--- src/shared/vme_tdc_pkg.sv ---
// Register map, field layout and reset values of the readout block
package vme_tdc_pkg;
    // ------------------------------------------------------------------
    // Register offsets within the module window
    // ------------------------------------------------------------------
    localparam logic [15:0] OFF_BUF_LAST = 16'h0ffc;
    localparam logic [15:0] OFF_CONTROL = 16'h1000;
    localparam logic [15:0] OFF_STATUS = 16'h1002;
    localparam logic [15:0] OFF_IRQ_LEVEL = 16'h100a;
    localparam logic [15:0] OFF_IRQ_VECTOR = 16'h100c;
    localparam logic [15:0] OFF_CHAIN_ADDR = 16'h1010;
    localparam logic [15:0] OFF_CHAIN_CTRL = 16'h1012;
    localparam logic [15:0] OFF_SW_CLEAR = 16'h1016;
    localparam logic [15:0] OFF_EVT_STORED = 16'h1020;
    localparam logic [15:0] OFF_AF_THRESH = 16'h1022;
    localparam logic [15:0] OFF_BLT_EVT_NUM = 16'h1024;

    // ------------------------------------------------------------------
    // Field positions and widths
    // ------------------------------------------------------------------
    localparam int CTRL_BERR_EN_BIT = 0;
    localparam int STAT_DATA_READY_BIT = 0;
    localparam int STAT_ALMOST_FULL_BIT = 1;
    localparam int STAT_IRQ_PEND_BIT = 2;
    localparam int IRQ_ID_W = 8;
    localparam int CNT_W = 16;

    // ------------------------------------------------------------------
    // Chain roles: 0 inactive, 1 last, 2 first, 3 middle
    // ------------------------------------------------------------------
    localparam logic [1:0] ROLE_INACTIVE = 2'h0;
    localparam logic [1:0] ROLE_LAST = 2'h1;
    localparam logic [1:0] ROLE_FIRST = 2'h2;
    localparam logic [1:0] ROLE_MIDDLE = 2'h3;

    // ------------------------------------------------------------------
    // Reset values and fixed words
    // ------------------------------------------------------------------
    localparam logic RST_BERR_EN = 1'b0;
    localparam logic [2:0] RST_IRQ_LEVEL = 3'h0;
    localparam logic [15:0] RST_IRQ_VECTOR = 16'h0000;
    localparam logic [7:0] RST_CHAIN_ADDR = 8'haa;
    localparam logic [1:0] RST_CHAIN_ROLE = ROLE_INACTIVE;
    localparam logic [15:0] RST_AF_THRESH = 16'h0040;
    localparam logic [15:0] RST_BLT_EVT_NUM = 16'h0000;
    localparam logic [7:0] CHAIN_MID_ZERO = 8'h00;
    localparam logic [31:0] FILLER_WORD = 32'h0600_0000;
endpackage

--- src/rtl/vme_readout_interrupter.sv ---
// Register access, output-buffer readout, chained readout and interrupter
// What this block does
// - 16-bit interrupt acknowledge returns the status/ID in the low byte.
// - Status/ID is the low byte of the interrupt vector register.
// - Request drives exactly one of seven IRQ lines, chosen by level.
// - Interrupt raised when stored words equal the almost-full threshold.
// - Level zero disables interrupts; zero is the reset level.
// - Request dropped when stored words fall below threshold, or on clear unless stored words equal it.
// - Data-ready status reads one while a complete event is stored.
// - Early single read gives fillers, or bus error if enabled.
// - Plain block read streams words, then pads the rest with fillers.
// - Block read with bus error enabled ends with bus error, no fillers.
// - Event-aligned mode runs only with a nonzero event count register.
// - Aligned, no bus error, few events: send all, then fillers.
// - Aligned, no bus error, many events: count events, then fillers.
// - Aligned with bus error, few events: send all, then bus error.
// - Aligned with bus error, many events: send count, then bus error.
// - Token holder sends its first event, then passes the token unless it is the last module.
// - Empty non-last or inactive module passes the token without data; an empty last module ends with bus error.
// - Chained reads use bus error; last module ends with bus error.
// - 64-bit chained read adds one filler after an odd word count.
// - Chain role in low two bits: 2 first, 3 middle, 0 inactive.
// - Chain access matches A31..24, needs A23..16 zero, A15..0 offset.
module vme_readout_interrupter
    import vme_tdc_pkg::*;
(
    input wire logic clk_sys, // System clock, 40 MHz
    input wire logic srst, // Synchronous reset, active high
    input wire logic req, // One bus beat requested, pulse
    input wire logic req_write, // Beat is a write
    input wire logic req_base_hit, // Address matched the base address
    input wire logic [31:0] req_addr, // Full beat address
    input wire logic [15:0] req_wdata, // Write data
    input wire logic req_blt, // Beat belongs to a block cycle
    input wire logic req_first, // First beat of a block cycle
    input wire logic req_wide, // Block cycle is 64-bit
    input wire logic chain_cycle, // Chained or multicast cycle active
    input wire logic iack_cycle, // Interrupt acknowledge in progress
    input wire logic [2:0] iack_level, // Level being acknowledged
    input wire logic daisy_in, // Daisy chain input, active high
    input wire logic clear_in, // Front-panel clear pulse
    input wire logic src_valid, // Output buffer offers a word
    input wire logic [31:0] src_data, // Output buffer word
    input wire logic src_last, // Word is the global trailer
    output logic src_ready, // Block can take a word
    input wire logic [vme_tdc_pkg::CNT_W-1:0] word_count, // Words stored
    input wire logic [vme_tdc_pkg::CNT_W-1:0] event_count, // Events stored
    output logic ans_valid, // Beat answered, pulse
    output logic ans_berr, // Beat ended with bus error, pulse
    output logic [31:0] ans_data, // Read data of the answer
    output logic [7:1] irq_req, // Interrupt request lines, active high
    output logic daisy_out, // Daisy chain output, active high
    output logic clear_out // Clear pulse to the output buffer
);
    // ------------------------------------------------------------------
    // State
    // ------------------------------------------------------------------
    typedef enum logic [2:0] {
        CB_IDLE, CB_OWN, CB_PAD, CB_PASSED, CB_DONE
    } chain_state_type;

    typedef struct packed {
        logic berr_en;
        logic [2:0] irq_level;
        logic [15:0] irq_vector;
        logic [7:0] chain_addr;
        logic [1:0] chain_role;
        logic [15:0] af_thresh;
        logic [15:0] blt_evt_num;
        logic mid_event;
        logic [15:0] evt_sent;
        logic odd_word;
        chain_state_type chain_st;
        logic iack_served;
        logic ans_valid;
        logic ans_berr;
        logic [31:0] ans_data;
        logic daisy_out;
        logic clear;
    } state_type;

    state_type s;
    state_type n;
    logic pop;
    logic buf_valid;
    logic [32:0] buf_data;
    logic irq_pending;
    logic [15:0] off;
    logic [31:0] stat;
    logic chain_hit;
    logic token_here;

    function automatic logic addr_in_chain(input logic [31:0] a,
                                           input logic [7:0] ca);
        return a[31:24] == ca && a[23:16] == CHAIN_MID_ZERO;
    endfunction

    // ------------------------------------------------------------------
    // Datapath buffer between output memory and bus
    // ------------------------------------------------------------------
    word_skid_buffer #(.WIDTH(33)) u_buf (
        .clk_sys(clk_sys),
        .srst(srst),
        .flush(s.clear),
        .in_valid(src_valid),
        .in_data({src_last, src_data}),
        .in_ready(src_ready),
        .out_valid(buf_valid),
        .out_data(buf_data),
        .out_ready(pop)
    );

    irq_requester u_irq (
        .clk_sys(clk_sys),
        .srst(srst),
        .level(s.irq_level),
        .word_count(word_count),
        .threshold(s.af_thresh),
        .clear(s.clear),
        .irq_req(irq_req),
        .pending(irq_pending)
    );

    // ------------------------------------------------------------------
    // Next-state logic
    // ------------------------------------------------------------------
    always_comb begin
        n = s;
        n.ans_valid = 1'b0;
        n.ans_berr = 1'b0;
        n.clear = clear_in;
        pop = 1'b0;
        off = req_addr[15:0];
        chain_hit = addr_in_chain(req_addr, s.chain_addr);
        token_here = (s.chain_role == ROLE_FIRST) || daisy_in;
        stat = '0;
        stat[STAT_DATA_READY_BIT] = (event_count != '0);
        stat[STAT_ALMOST_FULL_BIT] = (word_count >= s.af_thresh);
        stat[STAT_IRQ_PEND_BIT] = irq_pending;

        // Register writes, by base address or by multicast
        if (req && req_write && !req_blt && (req_base_hit ||
                (chain_hit && s.chain_role != ROLE_INACTIVE))) begin
            // Only the last module of a multicast answers the master
            n.ans_valid = req_base_hit || s.chain_role == ROLE_LAST;
            case (off)
                OFF_CONTROL: begin
                    n.berr_en = req_wdata[CTRL_BERR_EN_BIT];
                    n.clear = 1'b1;
                end
                OFF_IRQ_LEVEL: n.irq_level = req_wdata[2:0];
                OFF_IRQ_VECTOR: n.irq_vector = req_wdata;
                OFF_CHAIN_ADDR: begin
                    n.chain_addr = req_wdata[7:0];
                    n.clear = 1'b1;
                end
                OFF_CHAIN_CTRL: begin
                    n.chain_role = req_wdata[1:0];
                    n.clear = 1'b1;
                end
                OFF_SW_CLEAR: n.clear = 1'b1;
                OFF_AF_THRESH: begin
                    n.af_thresh = req_wdata;
                    n.clear = 1'b1;
                end
                OFF_BLT_EVT_NUM: n.blt_evt_num = req_wdata;
                default: n.ans_berr = req_base_hit;
            endcase
            n.ans_valid = n.ans_valid && !n.ans_berr;
        end else if (req && !req_write && req_base_hit && off > OFF_BUF_LAST)
        begin
            n.ans_valid = 1'b1;
            case (off)
                OFF_CONTROL: n.ans_data = 32'(s.berr_en);
                OFF_STATUS: n.ans_data = stat;
                OFF_IRQ_LEVEL: n.ans_data = 32'(s.irq_level);
                OFF_IRQ_VECTOR: n.ans_data = 32'(s.irq_vector);
                OFF_CHAIN_ADDR: n.ans_data = 32'(s.chain_addr);
                OFF_CHAIN_CTRL: n.ans_data = 32'(s.chain_role);
                OFF_EVT_STORED: n.ans_data = 32'(event_count);
                OFF_AF_THRESH: n.ans_data = 32'(s.af_thresh);
                OFF_BLT_EVT_NUM: n.ans_data = 32'(s.blt_evt_num);
                default: begin
                    n.ans_valid = 1'b0;
                    n.ans_berr = 1'b1;
                end
            endcase
        end else if (req && !req_write && req_base_hit) begin
            // Output buffer read by base address
            if (req_first) begin
                n.evt_sent = '0;
            end
            if (req_blt && s.blt_evt_num != '0 &&
                    n.evt_sent >= s.blt_evt_num) begin
                // Event quota of this cycle is used up
                n.ans_berr = s.berr_en;
                n.ans_valid = !s.berr_en;
                n.ans_data = FILLER_WORD;
            end else if (buf_valid && (req_blt || s.mid_event ||
                    event_count != '0)) begin
                pop = 1'b1;
                n.ans_valid = 1'b1;
                n.ans_data = buf_data[31:0];
                n.mid_event = !buf_data[32];
                if (buf_data[32] && req_blt) begin
                    n.evt_sent = 16'(n.evt_sent + 16'h0001);
                end
            end else if (s.berr_en) begin
                n.ans_berr = 1'b1;
            end else begin
                n.ans_valid = 1'b1;
                n.ans_data = FILLER_WORD;
            end
        end

        // Chained block readout, token carried on the daisy chain
        case (s.chain_st)
            CB_IDLE: begin
                n.odd_word = 1'b0;
                if (chain_cycle && (token_here ||
                        (daisy_in && s.chain_role == ROLE_INACTIVE))) begin
                    if (s.chain_role == ROLE_INACTIVE) begin
                        n.chain_st = CB_PASSED;
                    end else if (event_count == '0 && !s.mid_event) begin
                        n.chain_st = (s.chain_role == ROLE_LAST) ?
                                     CB_DONE : CB_PASSED;
                    end else begin
                        n.chain_st = CB_OWN;
                    end
                end
            end
            CB_OWN: begin
                if (req && !req_write && req_blt && chain_hit) begin
                    if (buf_valid) begin
                        pop = 1'b1;
                        n.ans_valid = 1'b1;
                        n.ans_data = buf_data[31:0];
                        n.mid_event = !buf_data[32];
                        n.odd_word = !s.odd_word;
                        if (buf_data[32]) begin
                            if (req_wide && !s.odd_word) begin
                                n.chain_st = CB_PAD;
                            end else begin
                                n.chain_st = (s.chain_role == ROLE_LAST) ?
                                             CB_DONE : CB_PASSED;
                            end
                        end
                    end else begin
                        // Event not yet fully in the buffer: forced bus error
                        n.ans_berr = 1'b1;
                    end
                end
            end
            CB_PAD: begin
                if (req && !req_write && req_blt && chain_hit) begin
                    n.ans_valid = 1'b1;
                    n.ans_data = FILLER_WORD;
                    n.chain_st = (s.chain_role == ROLE_LAST) ?
                                 CB_DONE : CB_PASSED;
                end
            end
            CB_DONE: begin
                if (req && !req_write && req_blt && chain_hit) begin
                    n.ans_berr = 1'b1;
                end
            end
            CB_PASSED: ;
            default: n.chain_st = CB_IDLE;
        endcase
        if (!chain_cycle) begin
            n.chain_st = CB_IDLE;
        end

        // Interrupt acknowledge, served or passed down the chain
        if (!iack_cycle) begin
            n.iack_served = 1'b0;
        end else if (daisy_in && !s.iack_served) begin
            if (irq_pending && iack_level == s.irq_level) begin
                n.iack_served = 1'b1;
                n.ans_valid = 1'b1;
                n.ans_berr = 1'b0;
                n.ans_data = 32'(s.irq_vector[IRQ_ID_W-1:0]);
            end
        end
        n.daisy_out = (n.chain_st == CB_PASSED) ||
                      (iack_cycle && daisy_in && !n.iack_served &&
                       !s.iack_served);

        // A clear drops any event half read out of the buffer
        if (n.clear) begin
            n.mid_event = 1'b0;
        end
    end

    always_ff @(posedge clk_sys) begin
        if (srst) begin
            s <= '0;
            s.berr_en <= RST_BERR_EN;
            s.irq_level <= RST_IRQ_LEVEL;
            s.irq_vector <= RST_IRQ_VECTOR;
            s.chain_addr <= RST_CHAIN_ADDR;
            s.chain_role <= RST_CHAIN_ROLE;
            s.af_thresh <= RST_AF_THRESH;
            s.blt_evt_num <= RST_BLT_EVT_NUM;
            s.chain_st <= CB_IDLE;
        end else begin
            s <= n;
        end
    end

    assign ans_valid = s.ans_valid;
    assign ans_berr = s.ans_berr;
    assign ans_data = s.ans_data;
    assign daisy_out = s.daisy_out;
    assign clear_out = s.clear;
endmodule

--- src/rtl/word_skid_buffer.sv ---
// Two-entry buffer with valid and ready on both sides
module word_skid_buffer #(
    parameter int WIDTH = 33
) (
    input wire logic clk_sys, // System clock
    input wire logic srst, // Synchronous reset, active high
    input wire logic flush, // Drop all held words
    input wire logic in_valid, // Source offers a word
    input wire logic [WIDTH-1:0] in_data, // Word from source
    output logic in_ready, // Buffer can take a word
    output logic out_valid, // A word is held
    output logic [WIDTH-1:0] out_data, // Oldest held word
    input wire logic out_ready // Receiver takes the word
);
    if (WIDTH < 1) begin : g_chk
        $error("word_skid_buffer: WIDTH must be at least 1");
    end

    typedef struct packed {
        logic [1:0][WIDTH-1:0] slot;
        logic rd;
        logic [1:0] count;
        logic ready;
    } skid_type;

    skid_type s;
    skid_type n;
    logic push;
    logic pop;

    always_comb begin
        n = s;
        pop = out_ready && (s.count != 2'h0);
        push = in_valid && s.ready;
        if (push) begin
            n.slot[s.rd ^ s.count[0]] = in_data;
        end
        if (pop) begin
            n.rd = ~s.rd;
        end
        n.count = 2'(s.count + {1'b0, push} - {1'b0, pop});
        n.ready = (n.count != 2'h2);
        // Flush wins: a word offered in the same cycle is dropped too
        if (flush) begin
            n.count = 2'h0;
            n.rd = 1'b0;
            n.ready = 1'b1;
        end
    end

    always_ff @(posedge clk_sys) begin
        if (srst) begin
            s <= '0;
            s.ready <= 1'b1;
        end else begin
            s <= n;
        end
    end

    assign in_ready = s.ready;
    assign out_valid = (s.count != 2'h0);
    assign out_data = s.slot[s.rd];
endmodule

--- src/rtl/irq_requester.sv ---
// Interrupt request on a programmable level, driven by buffer fill
module irq_requester
    import vme_tdc_pkg::*;
(
    input wire logic clk_sys, // System clock
    input wire logic srst, // Synchronous reset, active high
    input wire logic [2:0] level, // Programmed level, 0 = off
    input wire logic [vme_tdc_pkg::CNT_W-1:0] word_count, // Words stored
    input wire logic [vme_tdc_pkg::CNT_W-1:0] threshold, // Fill threshold
    input wire logic clear, // Module clear pulse
    output logic [7:1] irq_req, // Request lines, active high
    output logic pending // Request is being held
);
    typedef struct packed {
        logic pending;
        logic [7:1] lines;
    } irq_type;

    irq_type s;
    irq_type n;

    function automatic logic [7:1] level_line(input logic [2:0] lvl,
                                               input logic on);
        logic [7:1] v;
        v = '0;
        if (on && lvl != 3'h0) begin
            v[lvl] = 1'b1;
        end
        return v;
    endfunction

    always_comb begin
        n = s;
        if (level != 3'h0 && word_count == threshold) begin
            n.pending = 1'b1;
        end else if (clear || level == 3'h0) begin
            n.pending = 1'b0;
        end else if (word_count < threshold) begin
            n.pending = 1'b0;
        end
        n.lines = level_line(level, n.pending);
    end

    always_ff @(posedge clk_sys) begin
        if (srst) begin
            s <= '0;
        end else begin
            s <= n;
        end
    end

    assign irq_req = s.lines;
    assign pending = s.pending;
endmodule

--- config.mk ---
export PLATFORM = sky130hd
export DESIGN_NAME = vme_readout_interrupter
export DESIGN_NICKNAME = d
export VERILOG_FILES = /design/src/shared/vme_tdc_pkg.sv /design/src/rtl/vme_readout_interrupter.sv /design/src/rtl/word_skid_buffer.sv /design/src/rtl/irq_requester.sv
export SDC_FILE = /design/constraint.sdc
export NUM_CORES = 1
export LEC_CHECK = 0
export ABC_AREA = 1
export ABC_CLOCK_PERIOD_IN_PS = 2800
export BUFFER_PORTS_ARGS = -buffer_cell sky130_fd_sc_hd__buf_4
export CAP_MARGIN = 5
export CORE_MARGIN = 8
export CORE_UTILIZATION = 53
export CTS_CLUSTER_DIAMETER = 200
export DETAILED_ROUTE_END_ITERATION = 16
export PLACE_DENSITY = 0.77
export SYNTH_ARGS = -nofsm -noshare
export SYNTH_HDL_FRONTEND = slang
export SYNTH_SLANG_ARGS = --single-unit
--- constraint.sdc ---
create_clock -name clk_sys -period 2.8 [get_ports clk_sys]
set_clock_uncertainty 0.05 [all_clocks]
set_input_delay 0.42 -clock clk_sys [delete_from_list [all_inputs] [get_ports clk_sys]]
set_output_delay 0.42 -clock clk_sys [all_outputs]
set_load 0.05 [all_outputs]
# Word-level counts from Yosys, hierarchy flattened
# Cells that the tools add are included.
# word_totals
word_cells	213
inputBits	129
reg_bits	198
output_inout_bits	44
# op_classes
mux	75
n_reduce_logical	74
n_eq_ne	23
n_lt_le_gt_ge	9
addsub	3
n_bitwise	5
# ops
operator	n
32-bit one-hot mux with 9 select lines	1
34-bit 2-to-1 mux	6
16-bit by 13-bit equality test with 1-bit output (second input constant)	10
32-bit 2-to-1 mux	5
33-bit 2-to-1 mux	3
17-bit 2-to-1 mux	5
16-bit 2-to-1 mux	5
35-bit 2-to-1 mux	2
66-bit bitwise mux	1
32-bit one-hot mux with 2 select lines	1
33-bit demux with 1-bit select	1
16-bit >= comparator	2
16-bit nonzero test	2
1-bit logical AND	30
1-bit 2-to-1 mux	28
3-bit 2-to-1 mux	8
16-bit by 1-bit adder with 16-bit output (second input constant)	1
16-bit equality test	1
16-bit by 12-bit > comparator with 1-bit output (second input constant)	1
16-bit logical NOT	1
16-bit < comparator	1
2-bit AND reduction	7
3-bit one-hot mux with 4 select lines	1
3-bit by 2-bit equality test with 1-bit output (second input constant)	3
31 further kinds	63

# Longest topological paths before layout
# depth
ltp_word	23
ltp_mapped	22
ltp_nobuf	22

# Hierarchy
# From an unflattened synthesis, not the netlist that was laid out.
# hier_totals
hier_cells	2023
area_unflattened_um2	12821.0
# modules_own_cells
mod	n_inst	area_each_um2	cells_each	seq_area_each_um2
vme_readout_interrupter	1	8597.0	1378	2402.3
word_skid_buffer	1	3518.4	543	1401.3
irq_requester	1	705.7	102	160.2

# Worst setup path after synthesis
# OpenSTA, ideal clock, no wires.
# synth_timing
path_type	input port to flip-flop
startpoint	input port req_first
endpoint	register u_buf.s, in the netlist u_buf.in_ready
arrival_time_ns	2.808
setup_ns	0.119
cell_stages	20
required_time_ns	2.631
n_path_buf	1
path_slack_ns	-0.177
path_cell_list	buf_4 > nor2_1 > ha_1 > nand2_1 > nor2_1 > nand3_1 > nor2_1 > nor2_1 > nand2_1 > nand2_1 > nand2_1 > nand2_4 > nand3_1 > nand2_2 > ha_1 > inv_1 > ha_1 > or2_2 > a21oi_1 > nand2_1
# synth_via
elab_chain_cells	16
# synth_rtl
item	line_no	text
from (decl)	vme_readout_interrupter.sv:35	input wire logic req_first,
16-bit 2-to-1 mux (*)	vme_readout_interrupter.sv:190	if (req_first) begin
16-bit 2-to-1 mux (*)	vme_readout_interrupter.sv:188	end else if (req && !req_write && req_base_hit) begin
16-bit 2-to-1 mux (*)	vme_readout_interrupter.sv:170	end else if (req && !req_write && req_base_hit && off > OFF_BUF_LAST)
16-bit 2-to-1 mux (*)	vme_readout_interrupter.sv:142	if (req && req_write && !req_blt && (req_base_hit ||
16-bit >= comparator (*)	vme_readout_interrupter.sv:194	n.evt_sent >= s.blt_evt_num) begin
1-bit logical AND (*)	vme_readout_interrupter.sv:193	if (req_blt && s.blt_evt_num != '0 &&
1-bit 2-to-1 mux (*)	vme_readout_interrupter.sv:193	
1-bit 2-to-1 mux (*)	vme_readout_interrupter.sv:188	
1-bit 2-to-1 mux (*)	vme_readout_interrupter.sv:170	
1-bit 2-to-1 mux (*)	vme_readout_interrupter.sv:142	
1-bit 2-to-1 mux	vme_readout_interrupter.sv:234	if (buf_valid) begin
1-bit 2-to-1 mux	vme_readout_interrupter.sv:233	if (req && !req_write && req_blt && chain_hit) begin
1-bit 2-to-1 mux (*)	vme_readout_interrupter.sv:217	case (s.chain_st)
1-bit logical AND (*)	word_skid_buffer.sv:33	pop = out_ready && (s.count != 2'h0);
named net u_buf.pop	word_skid_buffer.sv:29	logic pop;
2-bit by 1-bit subtractor with 2-bit output (*)	word_skid_buffer.sv:41	n.count = 2'(s.count + {1'b0, push} - {1'b0, pop});
2-bit != test (*)	word_skid_buffer.sv:42	n.ready = (n.count != 2'h2);
to (signal assigned)	word_skid_buffer.sv:56	s <= n;
to (decl)	word_skid_buffer.sv:26	skid_type s;
# Mark *: on every way through the listed nets, which the timed path passes. The rest lies on a longest branch. The select of a mux whose other input is x is not followed.
# A chain may end at the register's enable or synchronous reset.

# Worst setup path in the final report
# layout_timing
startpoint	register s[45] (netlist bit)
endpoint	register u_buf.s, in the netlist u_buf.in_ready
# layout_via
elab_chain_cells	16
# layout_rtl
item	line_no	text
from (decl)	vme_readout_interrupter.sv:82	state_type s;
from (signal assigned)	vme_readout_interrupter.sv:307	s <= n;
16-bit 2-to-1 mux (*)	vme_readout_interrupter.sv:190	
16-bit 2-to-1 mux (*)	vme_readout_interrupter.sv:188	
16-bit 2-to-1 mux (*)	vme_readout_interrupter.sv:170	
16-bit 2-to-1 mux (*)	vme_readout_interrupter.sv:142	
16-bit >= comparator (*)	vme_readout_interrupter.sv:194	
1-bit logical AND (*)	vme_readout_interrupter.sv:193	
1-bit 2-to-1 mux (*)	vme_readout_interrupter.sv:193	
1-bit 2-to-1 mux (*)	vme_readout_interrupter.sv:188	
1-bit 2-to-1 mux (*)	vme_readout_interrupter.sv:170	
1-bit 2-to-1 mux (*)	vme_readout_interrupter.sv:142	
1-bit 2-to-1 mux	vme_readout_interrupter.sv:234	
1-bit 2-to-1 mux	vme_readout_interrupter.sv:233	
1-bit 2-to-1 mux (*)	vme_readout_interrupter.sv:217	
1-bit logical AND (*)	word_skid_buffer.sv:33	
named net u_buf.pop	word_skid_buffer.sv:29	
2-bit by 1-bit subtractor with 2-bit output (*)	word_skid_buffer.sv:41	
2-bit != test (*)	word_skid_buffer.sv:42	
# Marks and branches as above.

==> metrics.md <==
| Metric | Value |
|---|---|
| Worst-path cell chain | `inv_2 -> nor2_2 -> ha_1 -> nand2_2 -> nor2_4 -> buf_6 -> buf_4 -> nand2_1 -> nand2_1 -> nand2_1 -> nand2_2 -> nand2_4 -> nand3_4 -> nand2_4 -> ha_4 -> inv_1 -> ha_2 -> or2_4 -> a21oi_2 -> nand2_1` |
| Vias per Instance | `5.48` |
| Clk Latency, worst-skew pair | `0.46 ns` |
| Yosys top cell by area | `dfxtp_1` |
| Antenna Diode Count | `0` |
| Top cells by area in the synthesized netlist | `dfxtp_1, nand2_1, o21ai_0, nor2_1, inv_1` |
| Final cell utilization of the core | `64.0%` |
| Placed cell area | `13,700 um2` |
| Layout cells sized above 1 | `18.6%` |
| Pwr dens | `443 nW/um2` |
| Core box area | `22,600 um2` |
| Max-slew violation count | `0` |
| Critical Path AT | `roughly 3 ns` |
| Die footprint | `about 28,000 um2` |
| CP max FO | `3` |
| Clk pin slew, worst setup/hold paths | `0.09 ns` |
| Post-Syn Instances | `1,874` |
| Setup violators final | `0` |
| CTS Buffer Depth | `2` |
| Syn_nets | `2,036` |
| HPWL after DPL | `between 20,000 and 30,000 um` |
| # nets final | `2,184` |
| Gpl congestion | `0.980` |
| Cell family with most CP delay | `simple AND/OR/NAND/NOR gates` |
| Cts hold-fix bufs | `0` |
| Synth top area share | `32.6%` |
| Routed WL | `a little under 40,000 um` |
| Vias in the first global route | `~12,000` |
| WHS Endpoint | `u_buf.s[58]` |
| Top post-synthesis cells by count | `nand2_1, nor2_1, inv_1, dfxtp_1, o21ai_0` |
| Tcrit/Tclk final | `94.8%` |
| Die H | `167 um` |
| Hold Fails Final Rpt | `0` |
| Critical Path RT | `3.10 ns` |
| CTS Sinks | `198` |
| Worst setup EP type | `register` |
| # port buffers | `172` |
| Critical path class | `register to register` |
| Min-delay src | `src_data[21]` |
| Total grt overflow | `0` |
| TritonCTS buffer count | `17` |
| Pleak | `6.44 nW` |
| CP bufs+invs | `4` |
| Fin crit period | `2.65 ns` |
| I/O Pins | `173` |
| Maximum VDD drop | `0.000298 V` |
| Cell with the most instances on the worst path | `nand2_1` |
| R2r setup slk | `~0.15 ns` |
| Synth warn | `0` |
| Ys async rst share | `0%` |
| Drt first pass iters | `5` |
| CTS tree | `done` |
| Most used flip-flop cell after synthesis | `dfxtp_1` |
| Cell area after layout | `14,500 um2` |
| Max Fclk | `approximately 380 MHz` |
| First-pass GRT wire length | `between 60,000 and 70,000 um` |
| Status | `complete, no violations` |
| Worst rel slew slack | `a little over two fifths` |
| Sequential share of the synthesized area | `between 30 and 40%` |
| Die width | `167 um` |
| Initial antenna violation count | `0` |
| Tightest Pin Transition | `0.860 ns` |
| Total GRT Usage | `26.7%` |
| Initial DRC count | `1,173` |
| Yosys reg bits | `198` |
| Max-cap violations | `0` |
| Slowest CP cell | `dfxtp_2` |
| Initial Utilization | `53.8%` |
| Largest net degree at the start of global routing | `98` |
| Most common cell in the synthesized netlist | `nand2_1` |
| Routed Antenna Nets | `0` |
| Power after layout | `~6.4 mW` |
| R2R cell count | `20` |
| Hold WS | `0.134 ns` |
| Critical Path Max Stage Delay | `0.34 ns` |
| P&R area growth vs syn | `19.0%` |
| Reg2reg end | `u_buf.in_ready` |
| Yosys cell types | `53` |
| Hold crit path type | `primary input to register` |
| Mapped Area | `between 10,000 and 15,000 um2` |
| Cell depth of the worst min-delay path | `3` |
| H-tree depth | `4` |
| CP startpoint kind | `register` |
| Vias | `12,700` |
| Avg WL per Cell | `between 15 and 20 um` |
| Avg Cell Area, Syn | `6.48 um2` |
| Rows | `55` |
| Root buffer cell | `clkbuf_16` |
| DRC | `0` |
| Setup TNS | `0 ns` |
| Number of synthesized flops with an enable pin | `0` |
| FF-to-FF Start | `s[45]` |
[layout by cell type, fill, tap and decap left out, drive strengths merged, types with 2 or more instances in the layout]
cell type and instances:
and2 3, o221ai 2, xnor2 5, nand4 28, clkinv 7, ha 33
a22oi 2, xor2 7, a211oi 38, nand2 415, clkbuf 17, nor2 267
a21oi 124, nor4 5, and3 2, nand3b 8, inv 258, nor3 29
buf 237, o211ai 6, nand3 100, dfxtp 198, a31oi 2, o21ai 203
o22ai 13, or2 16, o2111ai 3, o21a 2
[sequential cells by signal, indices dropped and copies added (netlist names)]
signal / flops
u_irq.pending: 1
u_buf.s: 69
daisy_out: 1
clear_out: 1
ans_valid: 1
u_buf.in_ready: 1
ans_berr: 1
s: 84
u_irq.irq_req: 7
ans_data: 32
[worst register-to-register path: stages (launching register included)]
cell	delay, ns
dfxtp_2	0.34
inv_2	0.06
nor2_2	0.04
ha_1	0.28
nand2_2	0.06
nor2_4	0.13
buf_6	0.11
buf_4	0.09
nand2_1	0.04
nand2_1	0.07
nand2_1	0.06
nand2_2	0.08
nand2_4	0.07
nand3_4	0.11
nand2_4	0.06
ha_4	0.26
inv_1	0.03
ha_2	0.17
or2_4	0.23
a21oi_2	0.15
nand2_1	0.07
[power breakdown]
group	total (mW)	switching [mW]	leakage (nW)	internal [mW]
clock network	2.62	1.37	0.304	1.25
registers	2.95	0.0448	1.61	2.91
logic	0.829	0.512	4.52	0.317
total	6.40	1.93	6.44	4.47
[worst max-delay path by stage]
stage,from,endpoint,slack (ns),depth (start not counted)
6_report,s[45],u_buf.in_ready,0.15,20
5_1_grt,s[65],u_buf.in_ready,-0.009,19
4_1_cts,s[48],u_buf.in_ready,0.00004,20
3_5_place_dp,req_first,u_buf.in_ready,-0.24,19
3_3_place_gp,req_first,u_buf.in_ready,-0.18,22
2_1_floorplan,req_first,u_buf.in_ready,0.003,21
[per-stage QoR]
stage | worst slack (ns) | instances
6_report | 0.146 | 2320
2_1_floorplan | 0.00265 | 1874
3_3_place_gp | -0.179 | 2284
3_5_place_dp | -0.242 | 2284
5_1_grt | -0.00887 | 2320
4_1_cts | 0.0000389 | 2316
[layer usage]
layer / routed length (um) / vias up / track usage (%)
met4: 1150 / 0 / 9.24
met3: 3170 / 86 / 5.06
li1: - / 6322 / -
met2: 17600 / 556 / 43.5
met1: 16600 / 5759 / 34.9
met5: 0 / - / 0
[cell families after synthesis]
logic type | synth area share, %
and+or+nand+nor | 32.1
buffers and inverters | 13.0
AOI/OAI and AO/OA | 17.9
xor gates and xnor gates | 0.865
DFF | 32.6
adders and majority gates | 3.40
muxes | 0.0824
[cell type report]
class	count	area (um2)
Clock buffer	17	425
Fill cell	2091	8120
Multi-Input combinational cell	1318	6730
Timing Repair Buffer	237	1830
Clock inverter	15	205
Inverter	250	943
Sequential cell	198	3970
Tap cell	285	357
[what timing repair did]
action | CTS | global route
buffers inserted | 0 | 4
pin swaps | 2 | 13
endpoints found under the setup margin | 1 | 27
resized for setup | 4 | 26
No activity file was read; power rests on OpenSTA's default activity.
